**src/hdl/mpcs_map.vh**
```
// Constants for the modem parameter command block
`ifndef MPCS_MAP_VH
`define MPCS_MAP_VH
`define MPCS_CMD_NONE 4'h0
`define MPCS_CMD_WR_LINE7 4'h1
`define MPCS_CMD_WR_INPUT8 4'h2
`define MPCS_CMD_DISASSOC 4'h3
`define MPCS_CMD_WR_DEST_HI 4'h4
`define MPCS_CMD_WR_DEST_LO 4'h5
`define MPCS_CMD_NAME_LOOKUP 4'h6
`define MPCS_CMD_WR_SLEEP_PER 4'h7
`define MPCS_CMD_WR_ACK_CNT 4'h8
`define MPCS_CMD_WR_CCA_CNT 4'h9
`define MPCS_CMD_ENERGY_SCAN 4'hA
`define MPCS_CMD_WR_ENCRYPT 4'hB
`define MPCS_CMD_POLL 4'hC
`define MPCS_CMD_SOFT_RESET 4'hD
`define MPCS_LINE7_RESET 3'h1
`define MPCS_INPUT8_RESET 3'h0
`define MPCS_SLEEP_PER_RESET 16'h03E8
`define MPCS_SLEEP_PER_MAX 16'h68B0
`define MPCS_RSSI_MAX 7'h64
`define MPCS_SHORT_LIMIT 32'h0000FFFF
`define MPCS_ENC_PKT_MAX 7'h5F
`define MPCS_SCAN_ARG_MAX 3'h6
`define MPCS_CNT_MAX 16'hFFFF
`define MPCS_LOOKUP_TIMEOUT_US 200000
`define MPCS_SCAN_BASE_NS 15360000
`define MPCS_SLEEP_UNIT_NS 10000000
`define MPCS_CLK_NS 40
`define MPCS_NAME_MAX 5'h14
`endif

```
**src/hdl/mpcs_command_core.v**
```verilog
// Parameter store, diagnostics and command sequencing of the modem
// Notes on behaviour
// - Line seven setting 0..5 except 2; default 1 (flow control).
// - Input eight accepts only 0 or 3; default 0.
// - On an end device, force-disassociate drops association, then starts a new attempt.
// - Signal strength is read-only magnitude, 0 to 0x64.
// - Signal strength reads zero after reset or sleep until a packet.
// - Destination is 64 bits from two 32-bit halves, both default zero.
// - Data exchanged only when channel, network id and destination match.
// - Short addressing when upper zero and lower below 0xFFFF; 0xFFFF broadcast.
// - Name lookup success loads destination, replies OK, leaves command mode.
// - Lookup times out after 200 ms or blank name, replying ERROR.
// - Unassociated cyclic sleeper sleeps period x 10 ms; 1..0x68B0, default 0x3E8.
// - Ack-failure counter saturates at 0xFFFF, cleared by writing zero.
// - Channel-assessment failure counter saturates, cleared by writing zero.
// - Energy scan dwells 2^arg x 15.36 ms per channel, peak value per channel, one CR at end.
// - With encryption on, the 64-bit long address is the source.
// - With encryption on, packets limited to 95 bytes; one shared key.
// - With encryption on, unencrypted received packets are discarded.
// - Framed host mode marks each receive frame with an encrypted flag.
// - MAC mode, framed mode, encryption and short address give 64-bit indications.
// - Force-poll requests held indirect messages from the coordinator.
// - Software reset acts as a power cycle.
`timescale 1ns/1ps
`include "mpcs_map.vh"
module mpcs_command_core #(
  parameter LOOKUP_CYCLES = (`MPCS_LOOKUP_TIMEOUT_US * 1000) / `MPCS_CLK_NS,
  parameter SCAN_BASE_CYCLES = `MPCS_SCAN_BASE_NS / `MPCS_CLK_NS,
  parameter SLEEP_UNIT_CYCLES = `MPCS_SLEEP_UNIT_NS / `MPCS_CLK_NS,
  parameter SCAN_CHANNELS = 16
) (
  input wire clk,
  input wire rst_b,
  input wire cmd_valid,
  input wire [3:0] cmd_code,
  input wire [31:0] cmd_arg,
  input wire [4:0] name_len,
  output reg reply_ok,
  output reg reply_error,
  output reg exit_command_mode,
  output reg [2:0] line7_config,
  output reg [2:0] input8_config,
  output reg [31:0] dest_addr_upper,
  output reg [31:0] dest_addr_lower,
  output reg [15:0] unassoc_sleep_period,
  output reg encrypt_enable,
  output wire [15:0] ack_fail_counter,
  output wire [15:0] cca_fail_counter,
  output reg [6:0] rx_strength_read,
  input wire end_device,
  input wire cyclic_sleep_mode,
  input wire associated,
  input wire assoc_failed,
  output reg drop_association,
  output reg start_association,
  output reg poll_request,
  output wire unassoc_sleeping,
  input wire name_match_valid,
  input wire [63:0] name_match_addr,
  input wire rx_packet,
  input wire [6:0] rx_strength,
  input wire rx_encrypted,
  input wire sleep_event,
  output reg rx_forward,
  output reg rx_option_encrypted,
  output reg rx_long_indication,
  input wire [7:0] channel_number,
  input wire [15:0] network_identifier,
  input wire [7:0] peer_channel,
  input wire [15:0] peer_network,
  input wire [63:0] peer_dest,
  output wire peer_match,
  input wire framed_host_mode,
  input wire [1:0] mac_mode_setting,
  input wire [15:0] source_short_addr,
  output wire tx_short_addressing,
  output wire tx_broadcast,
  output wire tx_source_long,
  output wire [6:0] tx_max_packet,
  input wire ack_retries_out,
  input wire cca_withheld,
  input wire [7:0] scan_energy,
  output reg scan_active,
  output reg [4:0] scan_channel,
  output reg [7:0] scan_out_data,
  output reg scan_out_valid,
  output reg scan_out_is_cr,
  output reg soft_reset_pulse
);
  localparam ST_IDLE = 2'h0;
  localparam ST_LOOKUP = 2'h1;
  localparam ST_SCAN = 2'h2;
  localparam ST_SCAN_CR = 2'h3;
  localparam [33:0] SLEEP_UNIT_W = SLEEP_UNIT_CYCLES;
  reg [1:0] state;
  reg [1:0] next_state;
  reg [2:0] scan_arg;
  reg [7:0] scan_peak;
  reg sw_reset_req;
  reg sw_reset_hold;
  wire core_rst_b;
  wire cmd_take;
  wire ack_clear;
  wire cca_clear;
  wire lookup_done;
  wire dwell_busy;
  wire dwell_done;
  wire sleep_done;
  wire [31:0] dwell_load;
  wire [33:0] sleep_load;
  wire cmd_range_ok;
  wire short_addr_set;
  // Software reset folds into the core reset for one cycle
  assign core_rst_b = rst_b & ~sw_reset_hold;
  assign cmd_take = cmd_valid && state == ST_IDLE;
  assign ack_clear = cmd_take && cmd_code == `MPCS_CMD_WR_ACK_CNT && cmd_arg == 32'h0;
  assign cca_clear = cmd_take && cmd_code == `MPCS_CMD_WR_CCA_CNT && cmd_arg == 32'h0;
  assign dwell_load = SCAN_BASE_CYCLES << scan_arg;
  assign sleep_load = {18'h0, unassoc_sleep_period} * SLEEP_UNIT_W;
  // Range check per command
  assign cmd_range_ok =
    (cmd_code == `MPCS_CMD_WR_LINE7) ? (cmd_arg <= 32'h5 && cmd_arg != 32'h2) :
    (cmd_code == `MPCS_CMD_WR_INPUT8) ? (cmd_arg == 32'h0 || cmd_arg == 32'h3) :
    (cmd_code == `MPCS_CMD_WR_SLEEP_PER) ?
      (cmd_arg >= 32'h1 && cmd_arg <= {16'h0, `MPCS_SLEEP_PER_MAX}) :
    (cmd_code == `MPCS_CMD_WR_ACK_CNT || cmd_code == `MPCS_CMD_WR_CCA_CNT) ?
      (cmd_arg == 32'h0) :
    (cmd_code == `MPCS_CMD_ENERGY_SCAN) ? (cmd_arg <= {29'h0, `MPCS_SCAN_ARG_MAX}) :
    (cmd_code == `MPCS_CMD_WR_ENCRYPT) ? (cmd_arg <= 32'h1) :
    (cmd_code == `MPCS_CMD_NAME_LOOKUP) ?
      (name_len != 5'h0 && name_len <= `MPCS_NAME_MAX) :
    (cmd_code == `MPCS_CMD_NONE) ? 1'b0 :
    (cmd_code > `MPCS_CMD_SOFT_RESET) ? 1'b0 : 1'b1;
  // Addressing decisions
  assign tx_short_addressing = dest_addr_upper == 32'h0 &&
    dest_addr_lower < `MPCS_SHORT_LIMIT;
  assign tx_broadcast = dest_addr_upper == 32'h0 &&
    dest_addr_lower == `MPCS_SHORT_LIMIT;
  assign peer_match = peer_channel == channel_number &&
    peer_network == network_identifier &&
    peer_dest == {dest_addr_upper, dest_addr_lower};
  assign tx_source_long = encrypt_enable;
  assign tx_max_packet = encrypt_enable ? `MPCS_ENC_PKT_MAX : 7'h7F;
  assign short_addr_set = source_short_addr < 16'hFFFE;
  mpcs_sat_counter #(.WIDTH(16)) u_ack_cnt (
    .clk(clk),
    .rst_b(core_rst_b),
    .event_in(ack_retries_out),
    .clear(ack_clear),
    .count(ack_fail_counter)
  );
  mpcs_sat_counter #(.WIDTH(16)) u_cca_cnt (
    .clk(clk),
    .rst_b(core_rst_b),
    .event_in(cca_withheld),
    .clear(cca_clear),
    .count(cca_fail_counter)
  );
  mpcs_timer #(.WIDTH(32)) u_lookup_tmr (
    .clk(clk),
    .rst_b(core_rst_b),
    .load(cmd_take && cmd_code == `MPCS_CMD_NAME_LOOKUP && cmd_range_ok),
    .load_value(LOOKUP_CYCLES),
    .cancel(state == ST_LOOKUP && name_match_valid),
    .busy(),
    .done(lookup_done)
  );
  mpcs_timer #(.WIDTH(32)) u_dwell_tmr (
    .clk(clk),
    .rst_b(core_rst_b),
    .load((cmd_take && cmd_code == `MPCS_CMD_ENERGY_SCAN && cmd_range_ok) ||
      (state == ST_SCAN && dwell_done && scan_channel != SCAN_CHANNELS - 1)),
    .load_value((cmd_take ? (SCAN_BASE_CYCLES << cmd_arg[2:0]) : dwell_load) - 32'h1),
    .cancel(1'b0),
    .busy(dwell_busy),
    .done(dwell_done)
  );
  mpcs_timer #(.WIDTH(34)) u_sleep_tmr (
    .clk(clk),
    .rst_b(core_rst_b),
    .load(end_device && cyclic_sleep_mode && assoc_failed && !unassoc_sleeping),
    .load_value(sleep_load),
    .cancel(1'b0),
    .busy(unassoc_sleeping),
    .done(sleep_done)
  );
  always @* begin
    next_state = state;
    case (state)
      ST_IDLE: begin
        if (cmd_take && cmd_range_ok && cmd_code == `MPCS_CMD_NAME_LOOKUP) begin
          next_state = ST_LOOKUP;
        end else if (cmd_take && cmd_range_ok && cmd_code == `MPCS_CMD_ENERGY_SCAN) begin
          next_state = ST_SCAN;
        end
      end
      ST_LOOKUP: begin
        if (name_match_valid || lookup_done) begin
          next_state = ST_IDLE;
        end
      end
      ST_SCAN: begin
        if (dwell_done && scan_channel == SCAN_CHANNELS - 1) begin
          next_state = ST_SCAN_CR;
        end
      end
      ST_SCAN_CR: begin
        next_state = ST_IDLE;
      end
      default: begin
        next_state = ST_IDLE;
      end
    endcase
  end
  // Software reset request captured, applied the next cycle
  always @(posedge clk or negedge rst_b) begin
    if (!rst_b) begin
      sw_reset_req <= 1'b0;
      sw_reset_hold <= 1'b0;
      soft_reset_pulse <= 1'b0;
    end else begin
      sw_reset_req <= cmd_take && cmd_code == `MPCS_CMD_SOFT_RESET && !sw_reset_req;
      sw_reset_hold <= sw_reset_req;
      soft_reset_pulse <= sw_reset_req;
    end
  end

  always @(posedge clk or negedge core_rst_b) begin
    if (!core_rst_b) begin
      state <= ST_IDLE;
      reply_ok <= 1'b0;
      reply_error <= 1'b0;
      exit_command_mode <= 1'b0;
      line7_config <= `MPCS_LINE7_RESET;
      input8_config <= `MPCS_INPUT8_RESET;
      dest_addr_upper <= 32'h0;
      dest_addr_lower <= 32'h0;
      unassoc_sleep_period <= `MPCS_SLEEP_PER_RESET;
      encrypt_enable <= 1'b0;
      rx_strength_read <= 7'h0;
      drop_association <= 1'b0;
      start_association <= 1'b0;
      poll_request <= 1'b0;
      rx_forward <= 1'b0;
      rx_option_encrypted <= 1'b0;
      rx_long_indication <= 1'b0;
      scan_active <= 1'b0;
      scan_channel <= 5'h0;
      scan_arg <= 3'h0;
      scan_peak <= 8'h0;
      scan_out_data <= 8'h0;
      scan_out_valid <= 1'b0;
      scan_out_is_cr <= 1'b0;
    end else begin
      state <= next_state;
      reply_ok <= 1'b0;
      reply_error <= 1'b0;
      exit_command_mode <= 1'b0;
      drop_association <= 1'b0;
      start_association <= drop_association;
      poll_request <= 1'b0;
      rx_forward <= 1'b0;
      scan_out_valid <= 1'b0;
      scan_out_is_cr <= 1'b0;
      if (cmd_take) begin
        if (!cmd_range_ok) begin
          reply_error <= 1'b1;
        end else begin
          case (cmd_code)
            `MPCS_CMD_WR_LINE7: line7_config <= cmd_arg[2:0];
            `MPCS_CMD_WR_INPUT8: input8_config <= cmd_arg[2:0];
            `MPCS_CMD_DISASSOC: drop_association <= end_device;
            `MPCS_CMD_WR_DEST_HI: dest_addr_upper <= cmd_arg;
            `MPCS_CMD_WR_DEST_LO: dest_addr_lower <= cmd_arg;
            `MPCS_CMD_WR_SLEEP_PER: unassoc_sleep_period <= cmd_arg[15:0];
            `MPCS_CMD_WR_ENCRYPT: encrypt_enable <= cmd_arg[0];
            `MPCS_CMD_POLL: poll_request <= 1'b1;
            `MPCS_CMD_ENERGY_SCAN: begin
              scan_arg <= cmd_arg[2:0];
              scan_channel <= 5'h0;
              scan_peak <= 8'h0;
              scan_active <= 1'b1;
            end
            default: begin
            end
          endcase
          if (cmd_code != `MPCS_CMD_NAME_LOOKUP && cmd_code != `MPCS_CMD_ENERGY_SCAN) begin
            reply_ok <= 1'b1;
          end
        end
      end else if (cmd_valid) begin
        reply_error <= 1'b1;
      end
      // Name lookup result
      if (state == ST_LOOKUP) begin
        if (name_match_valid) begin
          dest_addr_upper <= name_match_addr[63:32];
          dest_addr_lower <= name_match_addr[31:0];
          reply_ok <= 1'b1;
          exit_command_mode <= 1'b1;
        end else if (lookup_done) begin
          reply_error <= 1'b1;
        end
      end
      // Energy scan: peak per channel, then CR
      if (state == ST_SCAN) begin
        if (dwell_done) begin
          scan_out_data <= (scan_energy > scan_peak) ? scan_energy : scan_peak;
          scan_out_valid <= 1'b1;
          scan_peak <= 8'h0;
          scan_channel <= scan_channel + 5'h1;
        end else if (dwell_busy && scan_energy > scan_peak) begin
          scan_peak <= scan_energy;
        end
      end
      if (state == ST_SCAN_CR) begin
        scan_out_valid <= 1'b1;
        scan_out_is_cr <= 1'b1;
        scan_out_data <= 8'h0D;
        scan_active <= 1'b0;
      end
      // Received packet handling
      if (sleep_event) begin
        rx_strength_read <= 7'h0;
      end else if (rx_packet) begin
        rx_strength_read <= (rx_strength > `MPCS_RSSI_MAX) ? `MPCS_RSSI_MAX : rx_strength;
      end
      if (rx_packet) begin
        rx_forward <= !(encrypt_enable && !rx_encrypted);
        rx_option_encrypted <= framed_host_mode && rx_encrypted;
        rx_long_indication <= mac_mode_setting != 2'h0 && framed_host_mode &&
          encrypt_enable && short_addr_set;
      end
      if (sleep_done && !associated) begin
        start_association <= 1'b1;
      end
    end
  end
endmodule // mpcs_command_core

```
**src/hdl/mpcs_sat_counter.v**
```verilog
// Saturating 16-bit event counter with clear
`timescale 1ns/1ps
`include "mpcs_map.vh"
module mpcs_sat_counter #(
  parameter WIDTH = 16
) (
  input wire clk,
  input wire rst_b,
  input wire event_in,
  input wire clear,
  output reg [WIDTH-1:0] count
);
  always @(posedge clk or negedge rst_b) begin
    if (!rst_b) begin
      count <= {WIDTH{1'b0}};
    end else if (event_in && clear) begin
      count <= {{(WIDTH-1){1'b0}}, 1'b1};
    end else if (clear) begin
      count <= {WIDTH{1'b0}};
    end else if (event_in && count != {WIDTH{1'b1}}) begin
      count <= count + {{(WIDTH-1){1'b0}}, 1'b1};
    end
  end
endmodule // mpcs_sat_counter

```
**src/hdl/mpcs_timer.v**
```verilog
// Down-counting timer that pulses done when its load expires
`timescale 1ns/1ps
module mpcs_timer #(
  parameter WIDTH = 32
) (
  input wire clk,
  input wire rst_b,
  input wire load,
  input wire [WIDTH-1:0] load_value,
  input wire cancel,
  output reg busy,
  output reg done
);
  reg [WIDTH-1:0] remain;
  always @(posedge clk or negedge rst_b) begin
    if (!rst_b) begin
      remain <= {WIDTH{1'b0}};
      busy <= 1'b0;
      done <= 1'b0;
    end else begin
      done <= 1'b0;
      if (cancel) begin
        busy <= 1'b0;
      end else if (load) begin
        remain <= load_value;
        busy <= 1'b1;
      end else if (busy) begin
        if (remain <= {{(WIDTH-1){1'b0}}, 1'b1}) begin
          busy <= 1'b0;
          done <= 1'b1;
        end else begin
          remain <= remain - {{(WIDTH-1){1'b0}}, 1'b1};
        end
      end
    end
  end
endmodule // mpcs_timer

```
**config.mk**
```make
export PLATFORM = sky130hd
export DESIGN_NAME = mpcs_command_core
export DESIGN_NICKNAME = d
export VERILOG_FILES = /design/src/hdl/mpcs_command_core.v /design/src/hdl/mpcs_sat_counter.v /design/src/hdl/mpcs_timer.v
export VERILOG_INCLUDE_DIRS = /design/src /design/src/hdl
export SDC_FILE = /design/constraint.sdc
export NUM_CORES = 1
export LEC_CHECK = 0
export BUFFER_PORTS_ARGS = -buffer_cell sky130_fd_sc_hd__clkbuf_2
export CAP_MARGIN = 10
export CORE_MARGIN = 2
export CORE_UTILIZATION = 50
export DETAILED_ROUTE_END_ITERATION = 8
export PLACE_DENSITY = 0.86
export RECOVER_POWER = 25
export SLEW_MARGIN = 10
export SYNTH_ARGS = -nofsm -noshare
export SYNTH_HDL_FRONTEND = slang
export SYNTH_SLANG_ARGS = --single-unit
```
**constraint.sdc**
```tcl
create_clock -name clk -period 23.8 [get_ports clk]
set_input_delay 1.19 -clock clk [delete_from_list [all_inputs] [get_ports clk]]
set_output_delay 1.19 -clock clk [all_outputs]
set_load 0.02 [all_outputs]
```
After elaboration in Yosys (flattened, before gate mapping)
Index checks and enable logic that the tools add are counted.
{ "totals": {"regBits": 270, "inputBits": 264, "output_inout_bits": 164} }
{ "classes": {"add_sub_neg": 7, "mul": 1, "n_lt_le_gt_ge": 14, "eq_ne": 34, "n_shift": 2, "mux": 108, "bitwise_logic": 3, "reduce_logical": 77} }
{ "ops": {"columns": ["cell", "count"], "rows": [
  ["$mux 32", 17],
  ["$mux 34", 3],
  ["$le 32x1->1 const B", 3],
  ["$mux 16", 6],
  ["$sub 32x1->32 const B", 3],
  ["$mux 8", 10],
  ["$eq 64x64->1", 1],
  ["$le 32x3->1 const B", 2],
  ["$logic_not 32->1", 2],
  ["$shl 19x3->32 const A", 2],
  ["$mux 1", 58],
  ["$logic_and 1x1->1", 40],
  ["$le 34x1->1 const B", 1],
  ["$sub 34x1->34 const B", 1],
  ["$add 16x1->16 const B", 2],
  ["$eq 32x16->1 const B", 1],
  ["$eq 32x2->1 const B", 1],
  ["$ge 32x1->1 const B", 1],
  ["$le 32x15->1 const B", 1],
  ["$lt 32x16->1 const B", 1],
  ["$ne 16x16->1 const B", 2],
  ["$ne 32x2->1 const B", 1],
  ["$mul 16x14->30 const B", 1],
  ["$mux 5", 5],
  ["other kinds (36)", 81]
]} }

Depth between registers and ports, before layout
Gate-level depths: netlist (run 1).
{ "depth": {"ltp_word": 15, "depth_mapped": 20} }

Modules after synthesis
A second synthesis (run 1) with hierarchy kept.
{ "unflattened": {"cells_unflattened": 2210, "area_unflattened_um2": 20312.0} }
{ "by_module_without_submodules": {"columns": ["mod", "instances", "cells_per_inst", "area_per_inst_um2", "seq_area_each_um2"], "rows": [
  ["mpcs_command_core", 1, 1180, 11322.1, 3362.0],
  ["mpcs_timer at u_dwell_tmr ...", 2, 281, 2352.3, 850.8],
  ["mpcs_timer at u_sleep_tmr", 1, 278, 2441.1, 900.9],
  ["mpcs_sat_counter", 2, 95, 922.1, 400.4]
]} }

Worst setup path before layout (run 1)
OpenSTA, ideal clock, no wires.
{ "synth_timing": {"path_kind": "register -> register", "startpoint": "reg unassoc_sleep_period[3]", "endpoint": "reg u_sleep_tmr.remain[27]", "arrival_time_ns": 5.259, "setup_slack_ns": 18.405, "path_stages_with_launch": 21, "n_path_buf": 1, "cell_sequence": "dfstp_2 > inv_1 > fa_1 > inv_1 > fa_1 > fa_1 > inv_1 > fa_1 > inv_1 > ha_1 > ha_1 > ha_1 > clkbuf_1 > a21oi_1 > o21ai_0 > a211oi_1 > o21ai_0 > a21o_1 > a21oi_1 > xor2_1 > o21ai_0"} }
{ "synth_between": {"elab_chain_len": 2} }
{ "synth_lines": {"columns": ["item", "line_no", "rtl"], "rows": [
  ["from (decl)", "mpcs_command_core.v:45", "output reg [15:0] unassoc_sleep_period,"],
  ["from (signal assigned)", "mpcs_command_core.v:238", "unassoc_sleep_period <= `MPCS_SLEEP_PER_RESET;"],
  ["from (signal assigned)", "mpcs_command_core.v:275", "`MPCS_CMD_WR_SLEEP_PER: unassoc_sleep_period <= cmd_arg[15:0];"],
  ["$mul 16x14->30", "mpcs_command_core.v:119", "assign sleep_load = {18'h0, unassoc_sleep_period} * SLEEP_UNIT_W;"],
  ["$mux 34", "mpcs_timer.v:24", "end else if (load) begin"],
  ["to (signal assigned)", "mpcs_timer.v:17", "remain <= {WIDTH{1'b0}};"],
  ["to (signal assigned)", "mpcs_timer.v:25", "remain <= load_value;"],
  ["to (signal assigned)", "mpcs_timer.v:32", "remain <= remain - {{(WIDTH-1){1'b0}}, 1'b1};"],
  ["to (decl)", "mpcs_timer.v:14", "reg [WIDTH-1:0] remain;"]
]} }
Every way passes these cells.
A chain may end at the register's enable or synchronous reset.

==> impl_metrics.toml, run 1 <==
[cts]
insertion_delay_ps = 570
clkTransAtPathRegs_ps = 60
htree_levels = 1
root_buffer = "clkbuf_16"
cts.hold.buffers_added = 0
clk_path_buf_depth = 3
cts_setup_buffers = 0
post_cts_resized = 0
cts_sinks = 270
cts_made_buffers = 30
cts_tree = "built"

[cells_and_area]
area_growth_pct = 18.91
final_nets = 2760
seqCellArea_um2 = 6765
n_fill_cell = 2998
drive_gt1_share_pct = 23.68
multi_input_area_um2 = 10860
post-route-util_pct = 60.09

[yosys]
synth-seq-cells = 270
async_flop_share_pct = 100.0
synth.distinct_cells = 75
syn_inst = 1918
syn-cell-area_um2 = 18410
ys_seq_area_share_pct = 36.74
synth_ff_type = "dfrtp_1"
synth_edf_count = 0
yosysWarnings = 0
syn_avg_cell_area_um2 = 9.600

[power]
ir_worst_vdd_mv = 0.1085
power.internal_uw = 1542
power_frac_comb_pct = 55.9
p_sw_share_pct = 46.41
p_switching_uw = 1335
pwr-share-seq_pct = 27.6
pwr_density_cell_nw_per_um2 = 131.4
clkPwrFrac_pct = 16.5
leakage_uw = 0.01080

[worst_setup_path]
worstPathRequired_ps = 21820
rr_startpoint = "sw_reset_hold$_DFF_PN0_"
path_class = "in2async"
max_stage_delay_ps = 7080
cp_slowest_cell = "clkbuf_1"
worst_setup_path_start_kind = "primary input"
crit_path_cell_trace = "clkbuf_1 -> nor2b_1 -> clkbuf_1"
critPathCaptureType = "asynchronous set/reset pin"
arrival_ps = 9050
worstSetupStartpoint = "rst_b"
cp_common_cell = "clkbuf_1"
critPathMaxFanout = 190

[route]
drt_pass1_iterations = 5
met2_length_mm = 28.01
wl_met1_mm = 23.53
top_layer_used = "met5"
routed_wl_mm = 59.55
post_drt_wl_per_cell_um = 21.20
ant_nets = 0
vias = 16460
vias_per_cell = 5.860
drc_errors = 0
dr_wl_met3_mm = 5.335
first_iter_violations = 1317

[global_route]
grt_max_degree = 191
track_usage_pct = 30.22
grt_pass1_vias = 16130
grt_pass1_wl_mm = 90.45
grt-ovfl-total = 0
antenna_found_initial = 1

[timing]
slew_headroom_pct = -597.5
final-setup-viol-count = 0
fmax_mhz = 90.67
finalSetupTns_ps = 0
worst_pin_slew_ps = 10460
finClkSkew_ps = 10.80
hold_violations = 0
maxSlewViolCount = 270
fin_crit_sh_pct = 46.34
fin_crit_ps = 11030
rsz0062_at_grt = "no"

[floorplan]
die_area_um2 = 38380
rows = 70
die_w_um = 195.9
initial_utilization_pct = 50.54
ios = 428
die_h_um = 195.9
core_um2 = 36430

[outcome]
failed_checks = "max-capacitance violations, max-slew violations"
status = "finished with violations"

[run]
max_cap_viol_count = 2

[min_path]
hold_path_class = "reg2reg"
min_from = "sw_reset_req$_DFF_PN0_"

[place]
io_buffers = 420
place.gp.congestion = 1.034
hpwl_mm = 45.81
## metal layers
layer	track usage [%]	vias up
li1	-	7489
met1	38.58	8051
met2	49.65	773
met3	7.048	145
met4	12.54	2
met5	0	-
## final timing paths
path,endpoint,slack [ps],cells after the start
hold reg to reg,sw_reset_hold$_DFF_PN0_,400,0
hold / removal,sw_reset_hold$_DFF_PN0_,400,0
setup reg to reg,u_sleep_tmr.remain[33]$_DFFE_PN0P_,13200,2
setup / recovery,u_sleep_tmr.remain[33]$_DFFE_PN0P_,12770,3
max in group clk,u_sleep_tmr.remain[33]$_DFFE_PN0P_,17750,19
min in group asynchronous,sw_reset_hold$_DFF_PN0_,410,1
## through the flow
step	total power, uW	std cells	setup slack, ps	hold slack [ps]	area (um^2)
6_report	2877	2809	12770	395.6	21890
3_5_place_dp	2357	2753	17850	376.1	20900
2_1_floorplan	1900	1923	5970	354.0	18430
4_1_cts	2861	2808	17800	385.4	21920
3_3_place_gp	2275	2753	18040	365.2	20900
5_1_grt	3112	2808	10930	401.5	21890
## cells in the final DEF, fill, tap and decap left out, types with 9 or more instances in the layout
master and count:
mux2i_1 90, dfrtp_1 263, and3_1 14, nor2b_1 15
o211ai_1 15, nand4_1 42, clkbuf_1 10, nor3_1 48
nand2b_1 14, a22o_1 9, or3_1 24, clkbuf_8 11
clkbuf_2 417, fa_1 55, xnor2_1 120, nor2_1 129
nand3_1 44, mux2_4 9, a211oi_1 10, or4_1 11
nor4_1 58, clkbuf_16 30, or2_2 14, inv_1 132
nand2_1 183, mux2_2 21, ha_1 124, o21ai_0 132
a21oi_1 67, a21o_1 13, xor2_1 85
## cell usage after synthesis (9+ instances only)
library cell  instances  area [um^2]
a22o_1                9        78.83
or4_1                12        90.09
a21oi_1              67        335.3
a211oi_1             10        75.07
or2_2                14        87.58
nand4_1              42        262.8
mux2_4                9        135.1
o21ai_0             132        660.6
clkbuf_1             38        142.6
fa_1                 55         1101
o211ai_1             15        112.6
nand3_1              44        220.2
buf_2                15        75.07
nand2b_1             14        87.58
xor2_1               85        744.5
nor3_1               48        240.2
nor4_1               58        362.9
nand2_1             183        686.9
dfrtp_1             263         6581
inv_1               133        499.2
nor2b_1              15        93.84
nor2_1              130        488.0
mux2i_1              90        900.9
ha_1                124         1551
mux2_2               21        236.5
xnor2_1             120         1051
a21o_1               13        97.59
or3_1                25        156.4
and3_1               14        87.58
## registers in the layout, indices dropped and copies added, names as in the netlist, 2 cells and up
name / cells
state: 2
unassoc_sleep_period: 16
u_sleep_tmr.remain: 34
rx_strength_read: 7
scan_arg: 3
input8_config: 3
u_lookup_tmr.remain: 32
scan_peak: 8
dest_addr_lower: 32
dest_addr_upper: 32
scan_out_data: 8
scan_channel: 5
line7_config: 3
u_dwell_tmr.remain: 32
u_ack_cnt.count: 16
u_cca_cnt.count: 16
## critical path, delay by kind of cell
family	cells	cell delay, ps
buffers and inverters	2	7230
and+or+nand+nor	1	200
## power by group through the flow
stage	combinational, uW	clock (uW)	sequential (uW)
finish	1610	475	793
global route	1800	499	808
CTS	1600	482	784
detailed placement	1570	0	789
global placement	1500	0	779
floorplan	1100	0	802
## layout make-up
class / instances / area share (%)
Tap cell: 468 / 2.674
Clock inverter: 9 / 0.4686
Antenna cell: 1 / 0.01143
Inverter: 133 / 2.292
Multi-Input combinational cell: 1453 / 49.59
Sequential cell: 270 / 30.90
Clock buffer: 46 / 4.206
Timing Repair Buffer: 429 / 9.858
## cell families (layout without fill, tap and decap cells)
group | Yosys count | count (layout) | synth area share (%)
buffers and inverters | 200 | 617 | 4.417
xor gates and xnor gates | 205 | 205 | 9.751
and+or+nand+nor | 640 | 640 | 17.75
AOI/OAI and AO/OA | 303 | 303 | 10.00
other | 1 | 7 | 0.02037
adders and majority gates | 179 | 179 | 14.41
DFF | 270 | 270 | 36.74
muxes | 120 | 120 | 6.911
(Power assumes the default switching activity.)
==> inputs of run 2 (changes only) <==
--- a/config.mk
+++ b/config.mk
@@ -6,12 +6,13 @@
 export SDC_FILE = /design/constraint.sdc
 export NUM_CORES = 1
 export LEC_CHECK = 0
+export ABC_AREA = 1
 export BUFFER_PORTS_ARGS = -buffer_cell sky130_fd_sc_hd__clkbuf_2
 export CAP_MARGIN = 10
 export CORE_MARGIN = 2
 export CORE_UTILIZATION = 50
 export DETAILED_ROUTE_END_ITERATION = 8
-export PLACE_DENSITY = 0.86
+export PLACE_DENSITY = 0.85
 export RECOVER_POWER = 25
 export SLEW_MARGIN = 10
 export SYNTH_ARGS = -nofsm -noshare
==> constraint.sdc (replaced) <==
create_clock -name clk -period 10.19 [get_ports clk]
set_input_delay 0.5095 -clock clk [delete_from_list [all_inputs] [get_ports clk]]
set_output_delay 0.5095 -clock clk [all_outputs]
set_load 0.02 [all_outputs]
==> run 2 against run 1 <==
Effect of this change:
- cell count increased by 39%
- clock power grew to 2.8 times the previous value
- highest routed layer unchanged
- design area up 13%
- largest power group is now the clock network
- first-iteration DRC count is 46% higher
- sequential share of layout area down 3.6 points
- via count rose by 29%
- setup slack lost 8200 ps
- clock-buffer cell count is 4 lower
- the flow still finishes with violations (max-capacitance violations, max-slew violations)
- clock skew grew 8.0 ps
==> impl_metrics.toml, run 2 <==
[outcome]
status = "finished with violations"
failed_checks = "max-capacitance violations, max-slew violations"

[yosys]
synth.distinct_cells = 61
synth.largest_area_cell = "dfrtp_1"
synth_area_leaders = "dfrtp_1, nand2_1, inv_1, ha_1, o21ai_0"
async_flop_share_pct = 100.0
syn_inst = 2943
syn-cell-area_um2 = 21210
synth_ff_type = "dfrtp_1"
synth_top_area_share_pct = 31.03
yosysWarnings = 0
yosysMostFrequentCell = "nand2_1"
synth_common_cells = "nand2_1, inv_1, nor2_1"
ys_seq_area_share_pct = 31.90
synth_edf_count = 0
syn_avg_cell_area_um2 = 7.206
synth-seq-cells = 270

[worst_setup_path]
critPathCaptureType = "flip-flop"
max_stage_delay_ps = 570
arrival_ps = 6030
worst_setup_path_start_kind = "flip-flop"
path_class = "reg2reg"
r2r_cells = 21
cp_slowest_cell = "fa_1"
crit_path_cell_trace = "inv_1 -> fa_1 -> inv_1 -> fa_1 -> fa_1 -> fa_1 -> ha_1 -> inv_1 -> fa_1 -> inv_1 -> ha_1 -> nand2_1 -> inv_1 -> a21oi_1 -> nand2_1 -> nand2_1 -> nand3_1 -> nand2_1 -> nand3_1 -> o21ai_0 -> a22oi_1"
critPathMaxFanout = 8
worstPathRequired_ps = 10570

[timing]
finalSetupTns_ps = 0
final-setup-viol-count = 0
fin_crit_ps = 5645
hold_violations = 0
maxSlewViolCount = 54
worst_pin_slew_ps = 1965
fin_crit_sh_pct = 55.40
rsz0062_at_grt = "no"
finClkSkew_ps = 18.81
fmax_mhz = 177.2
slew_headroom_pct = -31.48

[route]
first_iter_violations = 1921
drc_errors = 0
vias = 21300
ant_nets = 0
routed_wl_mm = 69.01
vias_per_cell = 5.470
drt_pass1_iterations = 7
post_drt_wl_per_cell_um = 17.72

[cells_and_area]
final_cell_mix = "nand2_1, inv_1, nor2_1, clkbuf_2, dfrtp_1"
final_common_cell = "nand2_1"
area_growth_pct = 16.73
largest_reg_flops = 34
top_register = "u_sleep_tmr.remain"
drive_gt1_share_pct = 12.26
final_cells = 3895
final_nets = 3771
post-route-util_pct = 59.02

[global_route]
track_usage_pct = 31.03
grt_max_degree = 111
antenna_found_initial = 6
grt-ovfl-total = 0
grt_pass1_wl_mm = 107.2
grt_pass1_vias = 19950

[run]
max_cap_viol_count = 2

[power]
ir_worst_vdd_mv = 0.08751
pwr_density_cell_nw_per_um2 = 119.7
leakage_uw = 0.01297

[cts]
cts_made_buffers = 34
cts_setup_buffers = 0
cts_sinks = 270
root_buffer = "clkbuf_16"
htree_levels = 2
clk_path_buf_depth = 3
insertion_delay_ps = 550
clkTransAtPathRegs_ps = 60
cts_tree = "built"

[min_path]
hold_path_class = "in2reg"
holdPathStages = 2

[place]
io_buffers = 420
place_inst = 3830
hpwl_mm = 53.52
place.gp.congestion = 0.9895

[floorplan]
die_w_um = 209.9
rows = 75
die_h_um = 209.9
die_area_um2 = 44080
initial_utilization_pct = 50.56
core_um2 = 41950
ios = 428
[run 2: worst paths after layout]
check                                               startpoint                                 end  slack, ps
min                                                 associated         start_association$_DFF_PN0_        160
min reg2reg                            scan_arg[2]$_DFFE_PN0P_             scan_arg[2]$_DFFE_PN0P_        480
max reg2reg                unassoc_sleep_period[2]$_DFFE_PN0P_  u_sleep_tmr.remain[32]$_DFFE_PN0P_       4550
min in group asynchronous                                rst_b              sw_reset_req$_DFF_PN0_        380
max                        unassoc_sleep_period[2]$_DFFE_PN0P_  u_sleep_tmr.remain[32]$_DFFE_PN0P_       4550
max in group asynchronous                                rst_b       dest_addr_upper[24]$_DFF_PN0_       5990
[run 2: repair_timing]
| item | in CTS | in global routing |
|---|---|---|
| hold buffers | 1 | 0 |
| endpoints found under the setup margin | 0 | 0 |
| hold endpoints to repair | 2 | 0 |
| resized for setup | 0 | 0 |
[run 2: cell type report]
class	instances	area [um^2]
diodes	3	7.507
repair buffers	430	2002
clock inverters	19	326.6
well taps	539	674.4
clock buffers	42	920.9
inverters	474	1782
multi-input cells	2118	12280
fillers	3845	17190
flip-flops and latches	270	6765
[run 2: metrics by stage]
stage	total power (uW)	hold WS (ps)	instance area, um^2	setup WS (ps)
6_report	2963	164.9	24760	4545
5_1_grt	3079	166.1	24760	4333
4_1_cts	2987	147.4	24930	4572
3_5_place_dp	1626	332.8	23680	4638
3_3_place_gp	1614	331.5	23680	4674
2_1_floorplan	1445	213.9	21230	42.61
[run 2: critical path, delay by kind of cell, from the launching register on]
| kind | cells | cell delay, ps |
|---|---|---|
| adders and majority gates | 7 | 3240 |
| AOI/OAI and AO/OA | 3 | 700 |
| and+or+nand+nor | 6 | 610 |
| DFF | 1 | 540 |
| buffers and inverters | 5 | 360 |
[run 2: kinds of logic after synthesis]
family / share of synthesized area, %
muxes: 0.05310
AOI/OAI and AO/OA: 13.25
other: 0.01768
xor gates and xnor gates: 5.121
adders and majority gates: 12.51
DFF: 31.90
and+or+nand+nor: 26.79
buffers and inverters: 10.35
[run 2: report_power, final]
part	internal (uW)	switching, uW	total (uW)	leakage, uW
Combinational	141	283	423	0.00924
Clock	851	504	1350	0.000606
Sequential	1120	62.7	1190	0.00312
Total	2110	850	2960	0.0130
[run 2: metal layers]
layer / global-route usage (%) / vias to the layer above / part of all wire (%)
met4: 16.34 / 4 / 5.5
met5: 0 / - / 0.039
met3: 4.336 / 197 / 7.0
li1: - / 10380 / -
met2: 52.01 / 904 / 47
met1: 39.17 / 9822 / 40
